<file path="config.mk">
export PLATFORM = sky130hd
export DESIGN_NAME = ecbu_unit
export DESIGN_NICKNAME = d
export VERILOG_FILES = /design/src/ecbu_pkg.sv /design/src/ecbu_unit.sv /design/src/ecbu_counter.sv
export SDC_FILE = /design/constraint.sdc
export NUM_CORES = 2
export LEC_CHECK = 0
export BUFFER_PORTS_ARGS = -buffer_cell sky130_fd_sc_hd__buf_2
export CAP_MARGIN = 20
export CORE_AREA = 2 2 600 602
export CTS_CLUSTER_SIZE = 10
export DETAILED_ROUTE_END_ITERATION = 8
export DIE_AREA = 0 0 602 604
export PLACE_DENSITY = 0.3
export SLEW_MARGIN = 5
export SYNTH_ARGS = -nofsm -noshare
export SYNTH_HDL_FRONTEND = slang
export SYNTH_SLANG_ARGS = --single-unit
</file>
<file path="constraint.sdc">
create_clock -name clk_i -period 3.8 [get_ports clk_i]
set_input_delay 0.57 -clock clk_i [delete_from_list [all_inputs] [get_ports clk_i]]
set_output_delay 0.57 -clock clk_i [all_outputs]
set_load 0.03 [all_outputs]
</file>
<file path="src/ecbu_pkg.sv">
// Package of shared constants and types for the event condition break unit.
package ecbu_pkg;

    // ==========================================================================
    // Channel structure
    // ==========================================================================
    localparam int ECBU_NUM_CH  = 12;
    localparam int ECBU_ADDR_W  = 32;
    localparam int ECBU_DATA_W  = 32;
    localparam int ECBU_ADDRESS_SPACE_ID_W  = 8;
    localparam int ECBU_BRK_W   = 4;
    localparam int ECBU_CNT_W   = 16;
    // Zero-based index of channel seven, the instruction-only channel.
    localparam int ECBU_TLB_CH  = 6;

    // ==========================================================================
    // Per-channel capability masks, bit 0 is channel one
    // ==========================================================================
    localparam logic [11:0] ECBU_CAP_ADDR   = 12'h78f;
    localparam logic [11:0] ECBU_CAP_DATA   = 12'h402;
    localparam logic [11:0] ECBU_CAP_ADDRESS_SPACE_ID   = 12'h63f;
    localparam logic [11:0] ECBU_CAP_BUS    = 12'h633;
    localparam logic [11:0] ECBU_CAP_WINDOW = 12'h030;
    localparam logic [11:0] ECBU_CAP_SYS    = 12'h180;
    localparam logic [11:0] ECBU_CAP_TLB    = 12'h040;
    localparam logic [11:0] ECBU_CAP_COUNT  = 12'h402;
    localparam logic [11:0] ECBU_CAP_BRANCH = 12'h800;
    localparam logic [11:0] ECBU_ACT_BRK    = 12'hfff;
    localparam logic [11:0] ECBU_ACT_TRC    = 12'h9b0;
    localparam logic [11:0] ECBU_ACT_PERF   = 12'hfbf;

    // ==========================================================================
    // Reset values
    // ==========================================================================
    localparam logic ECBU_BRANCH_TRACE_RST = 1'b1;

    // ==========================================================================
    // Enumerations
    // ==========================================================================
    typedef enum logic [2:0] {
        ECBU_KIND_OFF,
        ECBU_KIND_ADDR,
        ECBU_KIND_DATA,
        ECBU_KIND_BUS,
        ECBU_KIND_WINDOW,
        ECBU_KIND_SYS,
        ECBU_KIND_TLB,
        ECBU_KIND_BRANCH
    } ecbu_kind_t;

    typedef enum logic [1:0] {
        ECBU_ACT_BREAK,
        ECBU_ACT_TRACE,
        ECBU_ACT_PERF_START,
        ECBU_ACT_PERF_STOP
    } ecbu_action_t;

    typedef enum logic [1:0] {
        ECBU_SIZE_BYTE,
        ECBU_SIZE_WORD,
        ECBU_SIZE_LONG
    } ecbu_size_t;

    // Bus selection for bus-state events; for system-bus events, 0 = address, 1 = data.
    typedef enum logic [1:0] {
        ECBU_SEL_DATA,
        ECBU_SEL_XADDR,
        ECBU_SEL_YADDR
    } ecbu_sel_t;

endpackage : ecbu_pkg

</file>
<file path="src/ecbu_unit.sv">
// Event condition break unit: twelve event channels and a software trace channel.
`timescale 1ns/100ps
module ecbu_unit #(
    parameter int CNT_W = ecbu_pkg::ECBU_CNT_W
) (
    // Clock and reset
    input  wire logic                             clk_i,
    input  wire logic                             rst_i,
    // Processor address, program counter and data bus
    input  wire logic                             cpu_addr_valid_i,
    input  wire logic [ecbu_pkg::ECBU_ADDR_W-1:0] cpu_addr_i,
    input  wire logic                             cpu_write_i,
    input  wire logic                             pc_valid_i,
    input  wire logic [ecbu_pkg::ECBU_ADDR_W-1:0] pc_i,
    input  wire logic                             cpu_data_valid_i,
    input  wire logic [ecbu_pkg::ECBU_DATA_W-1:0] cpu_data_i,
    input  wire ecbu_pkg::ecbu_size_t             cpu_size_i,
    input  wire logic [ecbu_pkg::ECBU_ADDRESS_SPACE_ID_W-1:0] address_space_id_i,
    // X and Y memory address buses
    input  wire logic                             xbus_valid_i,
    input  wire logic [ecbu_pkg::ECBU_ADDR_W-1:0] xbus_addr_i,
    input  wire logic                             ybus_valid_i,
    input  wire logic [ecbu_pkg::ECBU_ADDR_W-1:0] ybus_addr_i,
    // System bus
    input  wire logic                             sys_valid_i,
    input  wire logic [ecbu_pkg::ECBU_ADDR_W-1:0] sys_addr_i,
    input  wire logic [ecbu_pkg::ECBU_DATA_W-1:0] sys_data_i,
    // Instruction events
    input  wire logic                             tlb_load_instruction_i,
    input  wire logic                             branch_i,
    input  wire logic [ecbu_pkg::ECBU_BRK_W-1:0]  branch_kind_i,
    // Per-channel configuration
    input  wire ecbu_pkg::ecbu_kind_t             ch_kind_i      [ecbu_pkg::ECBU_NUM_CH],
    input  wire ecbu_pkg::ecbu_action_t           ch_action_i    [ecbu_pkg::ECBU_NUM_CH],
    input  wire logic [ecbu_pkg::ECBU_ADDR_W-1:0] ch_value_i     [ecbu_pkg::ECBU_NUM_CH],
    input  wire logic [ecbu_pkg::ECBU_ADDR_W-1:0] ch_limit_i     [ecbu_pkg::ECBU_NUM_CH],
    input  wire ecbu_pkg::ecbu_size_t             ch_size_i      [ecbu_pkg::ECBU_NUM_CH],
    input  wire ecbu_pkg::ecbu_sel_t              ch_sel_i       [ecbu_pkg::ECBU_NUM_CH],
    input  wire logic [ecbu_pkg::ECBU_NUM_CH-1:0] ch_rw_en_i,
    input  wire logic [ecbu_pkg::ECBU_NUM_CH-1:0] ch_rw_write_i,
    input  wire logic [ecbu_pkg::ECBU_NUM_CH-1:0] ch_address_space_id_en_i,
    input  wire logic [ecbu_pkg::ECBU_ADDRESS_SPACE_ID_W-1:0] ch_address_space_id_i      [ecbu_pkg::ECBU_NUM_CH],
    input  wire logic [ecbu_pkg::ECBU_NUM_CH-1:0] ch_count_en_i,
    input  wire logic [CNT_W-1:0]                 ch_count_i     [ecbu_pkg::ECBU_NUM_CH],
    // Branch trace enable control
    input  wire logic                             branch_trace_we_i,
    input  wire logic                             branch_trace_en_i,
    output logic                                  branch_trace_en_o,
    // Software trace channel
    input  wire logic                             sw_trace_en_i,
    input  wire logic                             sw_trace_valid_i,
    input  wire logic [ecbu_pkg::ECBU_DATA_W-1:0] sw_trace_data_i,
    output logic                                  sw_trace_valid_o,
    output logic [ecbu_pkg::ECBU_DATA_W-1:0]      sw_trace_data_o,
    // Event outputs toward the processor and debug host
    output logic                                  break_req_o,
    output logic [ecbu_pkg::ECBU_NUM_CH-1:0]      match_o,
    output logic [ecbu_pkg::ECBU_NUM_CH-1:0]      trace_capture_o,
    output logic                                  perf_start_o,
    output logic                                  perf_stop_o
);
    import ecbu_pkg::*;

    if (CNT_W < 1 || CNT_W > 32) begin : g_bad_cnt_w
        $error("ecbu_unit: CNT_W must lie between 1 and 32");
    end

    // Compares two words only over the lanes that the access size covers.
    function automatic logic size_equal(input logic [ECBU_DATA_W-1:0] a,
                                        input logic [ECBU_DATA_W-1:0] b,
                                        input ecbu_size_t             sz);
        case (sz)
            ECBU_SIZE_BYTE: size_equal = (a[7:0] == b[7:0]);
            ECBU_SIZE_WORD: size_equal = (a[15:0] == b[15:0]);
            default:        size_equal = (a == b);
        endcase
    endfunction : size_equal

    logic [ECBU_NUM_CH-1:0] raw_hit;
    logic [ECBU_NUM_CH-1:0] qual_hit;
    logic [ECBU_NUM_CH-1:0] fire;

    // ==========================================================================
    // Raw match per channel
    // ==========================================================================
    // Channels that cannot serve a configured kind never match, so software
    // cannot widen a channel beyond what its comparators are built for.
    always_comb begin
        for (int c = 0; c < ECBU_NUM_CH; c++) begin
            raw_hit[c]  = 1'b0;
            qual_hit[c] = 1'b0;
            case (ch_kind_i[c])
                ECBU_KIND_ADDR: begin
                    raw_hit[c] = ECBU_CAP_ADDR[c]
                        && ((cpu_addr_valid_i && cpu_addr_i == ch_value_i[c])
                        ||  (pc_valid_i && pc_i == ch_value_i[c]));
                end
                ECBU_KIND_DATA: begin
                    raw_hit[c] = ECBU_CAP_DATA[c] && cpu_data_valid_i
                        && cpu_size_i == ch_size_i[c]
                        && size_equal(cpu_data_i, ch_value_i[c], ch_size_i[c]);
                end
                ECBU_KIND_BUS: begin
                    case (ch_sel_i[c])
                        ECBU_SEL_XADDR: raw_hit[c] = xbus_valid_i
                            && xbus_addr_i == ch_value_i[c];
                        ECBU_SEL_YADDR: raw_hit[c] = ybus_valid_i
                            && ybus_addr_i == ch_value_i[c];
                        default:        raw_hit[c] = cpu_data_valid_i
                            && cpu_data_i == ch_value_i[c];
                    endcase
                    raw_hit[c] = raw_hit[c] && ECBU_CAP_BUS[c]
                        && (!ch_rw_en_i[c] || cpu_write_i == ch_rw_write_i[c]);
                end
                ECBU_KIND_WINDOW: begin
                    raw_hit[c] = ECBU_CAP_WINDOW[c] && cpu_addr_valid_i
                        && cpu_addr_i >= ch_value_i[c] && cpu_addr_i <= ch_limit_i[c];
                end
                ECBU_KIND_SYS: begin
                    raw_hit[c] = ECBU_CAP_SYS[c] && sys_valid_i
                        && ((ch_sel_i[c] == ECBU_SEL_DATA) ? (sys_addr_i == ch_value_i[c])
                                                           : (sys_data_i == ch_value_i[c]));
                end
                ECBU_KIND_TLB: begin
                    raw_hit[c] = ECBU_CAP_TLB[c] && tlb_load_instruction_i;
                end
                ECBU_KIND_BRANCH: begin
                    raw_hit[c] = ECBU_CAP_BRANCH[c] && branch_i
                        && (ch_value_i[c][ECBU_BRK_W-1:0] == '0
                        ||  (branch_kind_i & ch_value_i[c][ECBU_BRK_W-1:0]) != '0);
                end
                default: begin
                    raw_hit[c] = 1'b0;
                end
            endcase
            qual_hit[c] = raw_hit[c] && (!(ch_address_space_id_en_i[c] && ECBU_CAP_ADDRESS_SPACE_ID[c])
                || address_space_id_i == ch_address_space_id_i[c]);
        end
    end

    // ==========================================================================
    // Count qualifiers
    // ==========================================================================
    // twelve channels
    for (genvar g = 0; g < ECBU_NUM_CH; g++) begin : g_count
        ecbu_counter #(
            .CNT_W    (CNT_W)
        ) u_count (
            .clk_i    (clk_i),
            .rst_i    (rst_i),
            .enable_i (ch_count_en_i[g] && ECBU_CAP_COUNT[g]),
            .target_i (ch_count_i[g]),
            .hit_i    (qual_hit[g]),
            .fire_o   (fire[g])
        );
    end

    // ==========================================================================
    // Actions
    // ==========================================================================
    logic                   branch_trace_en;
    logic                   next_branch_trace_en;
    logic                   next_break;
    logic                   next_perf_start;
    logic                   next_perf_stop;
    logic [ECBU_NUM_CH-1:0] next_trace;
    logic                   next_sw_valid;
    logic [ECBU_DATA_W-1:0] next_sw_data;

    always_comb begin
        next_branch_trace_en = branch_trace_we_i ? branch_trace_en_i : branch_trace_en;
        next_break           = 1'b0;
        next_perf_start      = 1'b0;
        next_perf_stop       = 1'b0;
        next_trace           = '0;
        for (int c = 0; c < ECBU_NUM_CH; c++) begin
            case (ch_action_i[c])
                ECBU_ACT_TRACE: begin
                    next_trace[c] = fire[c] && ECBU_ACT_TRC[c]
                        && (!ECBU_CAP_BRANCH[c] || branch_trace_en);
                end
                ECBU_ACT_PERF_START: begin
                    next_perf_start = next_perf_start || (fire[c] && ECBU_ACT_PERF[c]);
                end
                ECBU_ACT_PERF_STOP: begin
                    next_perf_stop = next_perf_stop || (fire[c] && ECBU_ACT_PERF[c]);
                end
                default: begin
                    next_break = next_break || (fire[c] && ECBU_ACT_BRK[c]);
                end
            endcase
        end
        next_break = next_break || fire[ECBU_TLB_CH];
        next_sw_valid = sw_trace_en_i && sw_trace_valid_i;
        next_sw_data  = next_sw_valid ? sw_trace_data_i : sw_trace_data_o;
    end

    always_ff @(posedge clk_i) begin
        if (rst_i) begin
            branch_trace_en  <= ECBU_BRANCH_TRACE_RST;
            break_req_o      <= 1'b0;
            match_o          <= '0;
            trace_capture_o  <= '0;
            perf_start_o     <= 1'b0;
            perf_stop_o      <= 1'b0;
            sw_trace_valid_o <= 1'b0;
            sw_trace_data_o  <= '0;
        end else begin
            branch_trace_en  <= next_branch_trace_en;
            break_req_o      <= next_break;
            match_o          <= fire;
            trace_capture_o  <= next_trace;
            perf_start_o     <= next_perf_start;
            perf_stop_o      <= next_perf_stop;
            sw_trace_valid_o <= next_sw_valid;
            sw_trace_data_o  <= next_sw_data;
        end
    end

    assign branch_trace_en_o = branch_trace_en;

endmodule : ecbu_unit

</file>
<file path="src/ecbu_counter.sv">
// Occurrence counter that qualifies one channel's match.
`timescale 1ns/100ps
module ecbu_counter #(
    parameter int CNT_W = ecbu_pkg::ECBU_CNT_W
) (
    // Clock and reset
    input  wire logic             clk_i,
    input  wire logic             rst_i,
    // Qualifier control
    input  wire logic             enable_i,
    input  wire logic [CNT_W-1:0] target_i,
    // Match in and qualified match out
    input  wire logic             hit_i,
    output logic                  fire_o
);
    import ecbu_pkg::*;

    if (CNT_W < 1 || CNT_W > 32) begin : g_bad_cnt_w
        $error("ecbu_counter: CNT_W must lie between 1 and 32");
    end

    logic [CNT_W-1:0] count;
    logic [CNT_W-1:0] next_count;
    logic [CNT_W:0]   seen;

    // ==========================================================================
    // Counting
    // ==========================================================================
    // count to target
    always_comb begin
        seen       = {1'b0, count} + {{CNT_W{1'b0}}, 1'b1};
        next_count = count;
        fire_o     = hit_i;
        if (!enable_i) begin
            next_count = '0;
        end else if (hit_i) begin
            // A target of zero or one fires on every occurrence.
            if (seen >= {1'b0, target_i}) begin
                fire_o     = 1'b1;
                next_count = '0;
            end else begin
                fire_o     = 1'b0;
                next_count = seen[CNT_W-1:0];
            end
        end
    end

    always_ff @(posedge clk_i) begin
        if (rst_i) begin
            count <= '0;
        end else begin
            count <= next_count;
        end
    end

endmodule : ecbu_counter

</file>
==> impl_metrics.py <==
metrics = {
    "clocking": {
        "cts_hold_repair.buffers": 0,
        "cts_root_buffer": "clkbuf_16",
        "cts.sinks": 86,
        "cts_tree": "yes",
        "htreeDepth": 3,
        "clk_latency_ns": 0.36,
        "cts_made_buffers": 9,
        "path_clk_slew_ns": 0.07,
        "clk_path_buf_depth": 2,
    },
    "final_layout": {
        "final_util_pct": 10.85,
        "nets": 6047,
        "synthToLayoutAreaGrowth_pct": 56.66,
        "drive_above_1_share_pct": 32.17,
        "fill_cells": 41750,
        "final_area_um2": 38790,
        "final_cells": 9195,
    },
    "synth": {
        "synth_compound_area_share_pct": 9.850,
        "synthMuxAreaShare_pct": 0.8490,
        "synthAdderAreaFrac_pct": 8.794,
        "yosys-top-cells-count": "625 x xor2_1, 595 x xnor2_1, 222 x inv_1",
        "synth_most_common_cell": "xor2_1",
        "synth_xor_area_share_pct": 43.16,
        "synthTopCellsByArea": "xor2_1 22%, xnor2_1 21%, ha_1 8.8%, dfxtp_1 7.0%, nand4_1 4.9%",
        "yosys.area.top_type": "xor2_1",
        "synth_cells": 3365,
        "synth-edff-count": 0,
        "syn_area_um2": 24760,
        "ys_seq_area_share_pct": 6.954,
        "ys_warn_count": 0,
        "synth_simple_gate_area_share_pct": 20.97,
        "synth_ff_type": "dfxtp_1",
        "synth_top_family_by_area": "XOR/XNOR gates",
        "ys_ff_latch": 86,
        "syn_avg_cell_area_um2": 7.357,
        "synthArstFlopShare_pct": 0,
        "yosysUniqueCellTypes": 84,
        "yosysTopAreaCellShare_pct": 22.11,
    },
    "drt": {
        "drtPass1Iterations": 5,
        "final_antenna_net_count": 0,
        "drt_iter0_drc": 2872,
        "drt-total-wl_um": 299100,
        "dr_total_vias": 31190,
        "vias_per_cell": 3.392,
        "avgRoutedWirePerCell_um": 32.53,
        "drc": 0,
    },
    "global_route": {
        "grt_pass1_vias": 30930,
        "grt.overflow.total": 0,
        "track_usage_pct": 15.79,
        "grt_pass1_wl_um": 365700,
        "antenna_found_initial": 165,
        "grt_start_max_net_pins": 39,
    },
    "critical_path": {
        "endpoint_kind": "flop",
        "critPathMaxFanout": 6,
        "worstSetupPathType": "input port to flop",
        "crit_path_start_kind": "input port",
        "worstPathRequired_ns": 4.08,
        "cp_data_arrival_time_ns": 4.03,
        "rrSetupSlack_ns": 0.25,
    },
    "floorplan": {
        "core_area_um2": 357600,
        "initial_utilization_pct": 6.924,
        "die_width_um": 602,
        "die_h_um": 604,
        "ioPinCount": 1558,
        "die_area_um2": 363600,
        "rows": 220,
    },
    "sta": {
        "fin_skew_ns": 0.01013,
        "tightest_slew_ns": 1.110,
        "min_period_over_period_pct": 98.76,
        "fmaxAchievable_mhz": 266.5,
        "setup_viol": 0,
        "maxSlewViolCount": 0,
        "period_needed_ns": 3.753,
        "maxSlewHeadroom_pct": 26.00,
        "hold_ws_ns": 0.4164,
        "hold_viol_final": 0,
    },
    "min_path": {
        "hold_path_class": "input port to flop",
    },
    "place": {
        "dp_cells": 9134,
        "placed_area_um2": 38250,
        "port_buffers": 922,
        "dp_hpwl_um": 269200,
        "gp_congestion": 0.9637,
    },
    "job": {
        "cap_viol_max_count": 0,
    },
    "power": {
        "vdd_drop_max_mv": 0.2183,
        "leakagePower_uw": 0.01550,
        "power_density_nw_per_um2": 162.2,
    },
    "run_status": {
        "status": "finished, final reports clean",
    },
}
[repair_timing]
action,CTS,global route
gates resized for setup,1,27
cloned,0,2
endpoints found under the setup margin,1,27
setup buffers,0,0
pin swaps,0,5
[registers in the layout, summed over array words and instances, names as in the netlist]
| signal | count |
|---|---|
| sw_trace_valid_o | 1 |
| trace_capture_o | 5 |
| g_count.u_count.count | 32 |
| perf_stop_o | 1 |
| branch_trace_en_o | 1 |
| match_o | 12 |
| sw_trace_data_o | 32 |
| break_req_o | 1 |
| perf_start_o | 1 |
[cell type report]
type / count / area [um^2] / area share (%)
Antenna cell: 42 / 105.1 / 0.2710
Clock buffer: 10 / 229.0 / 0.5903
Clock inverter: 5 / 37.54 / 0.09678
Inverter: 223 / 837.1 / 2.158
Multi-Input combinational cell: 2718 / 20860 / 53.79
Sequential cell: 86 / 1723 / 4.442
Tap cell: 4773 / 5972 / 15.40
Timing Repair Buffer: 1338 / 9019 / 23.25
[routing by layer]
metal  up-vias  share of wire (%)  GRT usage (%)  wire [um]
met4       112                4.2          5.342      12660
met2      1882                 45          25.63     133100
met3       558                8.1          3.695      24180
met1     15190                 43          20.35     128400
met5         -               0.24              0        728
li1      13460                  -              -          -
[final timing paths]
check / start / end / cells past startpoint
min reg2reg: sw_trace_data_o[27] / sw_trace_data_o[27] / 2
max reg2reg: g_count[10].u_count.count[0] / perf_stop_o / 16
min: ch_action_i[15] / trace_capture_o[4] / 2
max: cpu_addr_i[14] / g_count[10].u_count.count[12] / 12
[where the power goes]
| group | switching [uW] | internal, uW | leakage, uW |
|---|---|---|---|
| Clock | 398 | 441 | 0.000125 |
| Sequential | 10.2 | 919 | 0.000697 |
| Combinational | 2880 | 1640 | 0.0147 |
| Total | 3290 | 3000 | 0.0155 |
[cells by family (layout without fill, tap and decap cells)]
group,Yosys count,count (layout)
muxes,21,21
buffers and inverters,568,1576
other,1,49
AOI/OAI and AO/OA,373,373
and+or+nand+nor,922,923
DFF,86,86
adders and majority gates,174,174
xor gates and xnor gates,1220,1220
[placed cells by master (no fill, tap or decap), types with 9 or more instances in the layout]
cell type  count
inv_1        222
xnor2_1      594
nor2_1        85
mux2i_1       21
nand3_1       73
nand4_1      194
nor4_1       179
nor2b_1       18
clkbuf_16      9
or4_1         11
a211oi_1      19
nand2b_1      11
nand2_1      162
xor2_1       624
and3_1        30
buf_2        919
dfxtp_1       85
a31oi_1       10
nor3_1        52
ha_1         173
a21o_1        31
a22oi_1       10
buf_12        98
o21ai_0       62
nand3b_1      19
buf_4        314
a21oi_1      125
or3_1         12
diode_2       42
o22ai_1       14
[stage by stage]
| step | power (uW) | setup WS [ns] | TNS [ns] |
|---|---|---|---|
| floorplan | 2884 | 0.03432 | 0 |
| global placement | 5467 | -0.3996 | -8.395 |
| detailed placement | 5458 | -0.3711 | -7.462 |
| CTS | 6343 | 0.006412 | 0 |
| global route | 6583 | -0.001967 | -0.001967 |
| finish | 6291 | 0.04720 | 0 |
[critical path: stages]
cell and delay, ns:
buf_2 0.49, buf_4 0.40, xnor2_1 0.16, nand4_1 0.11, nor4_1 0.31, nand4_1 0.13, o22ai_1 0.45, buf_4 0.22
and4b_1 0.26, a311oi_4 0.15, or4b_1 0.61, a21oi_1 0.14
(Power assumes the default switching activity.)
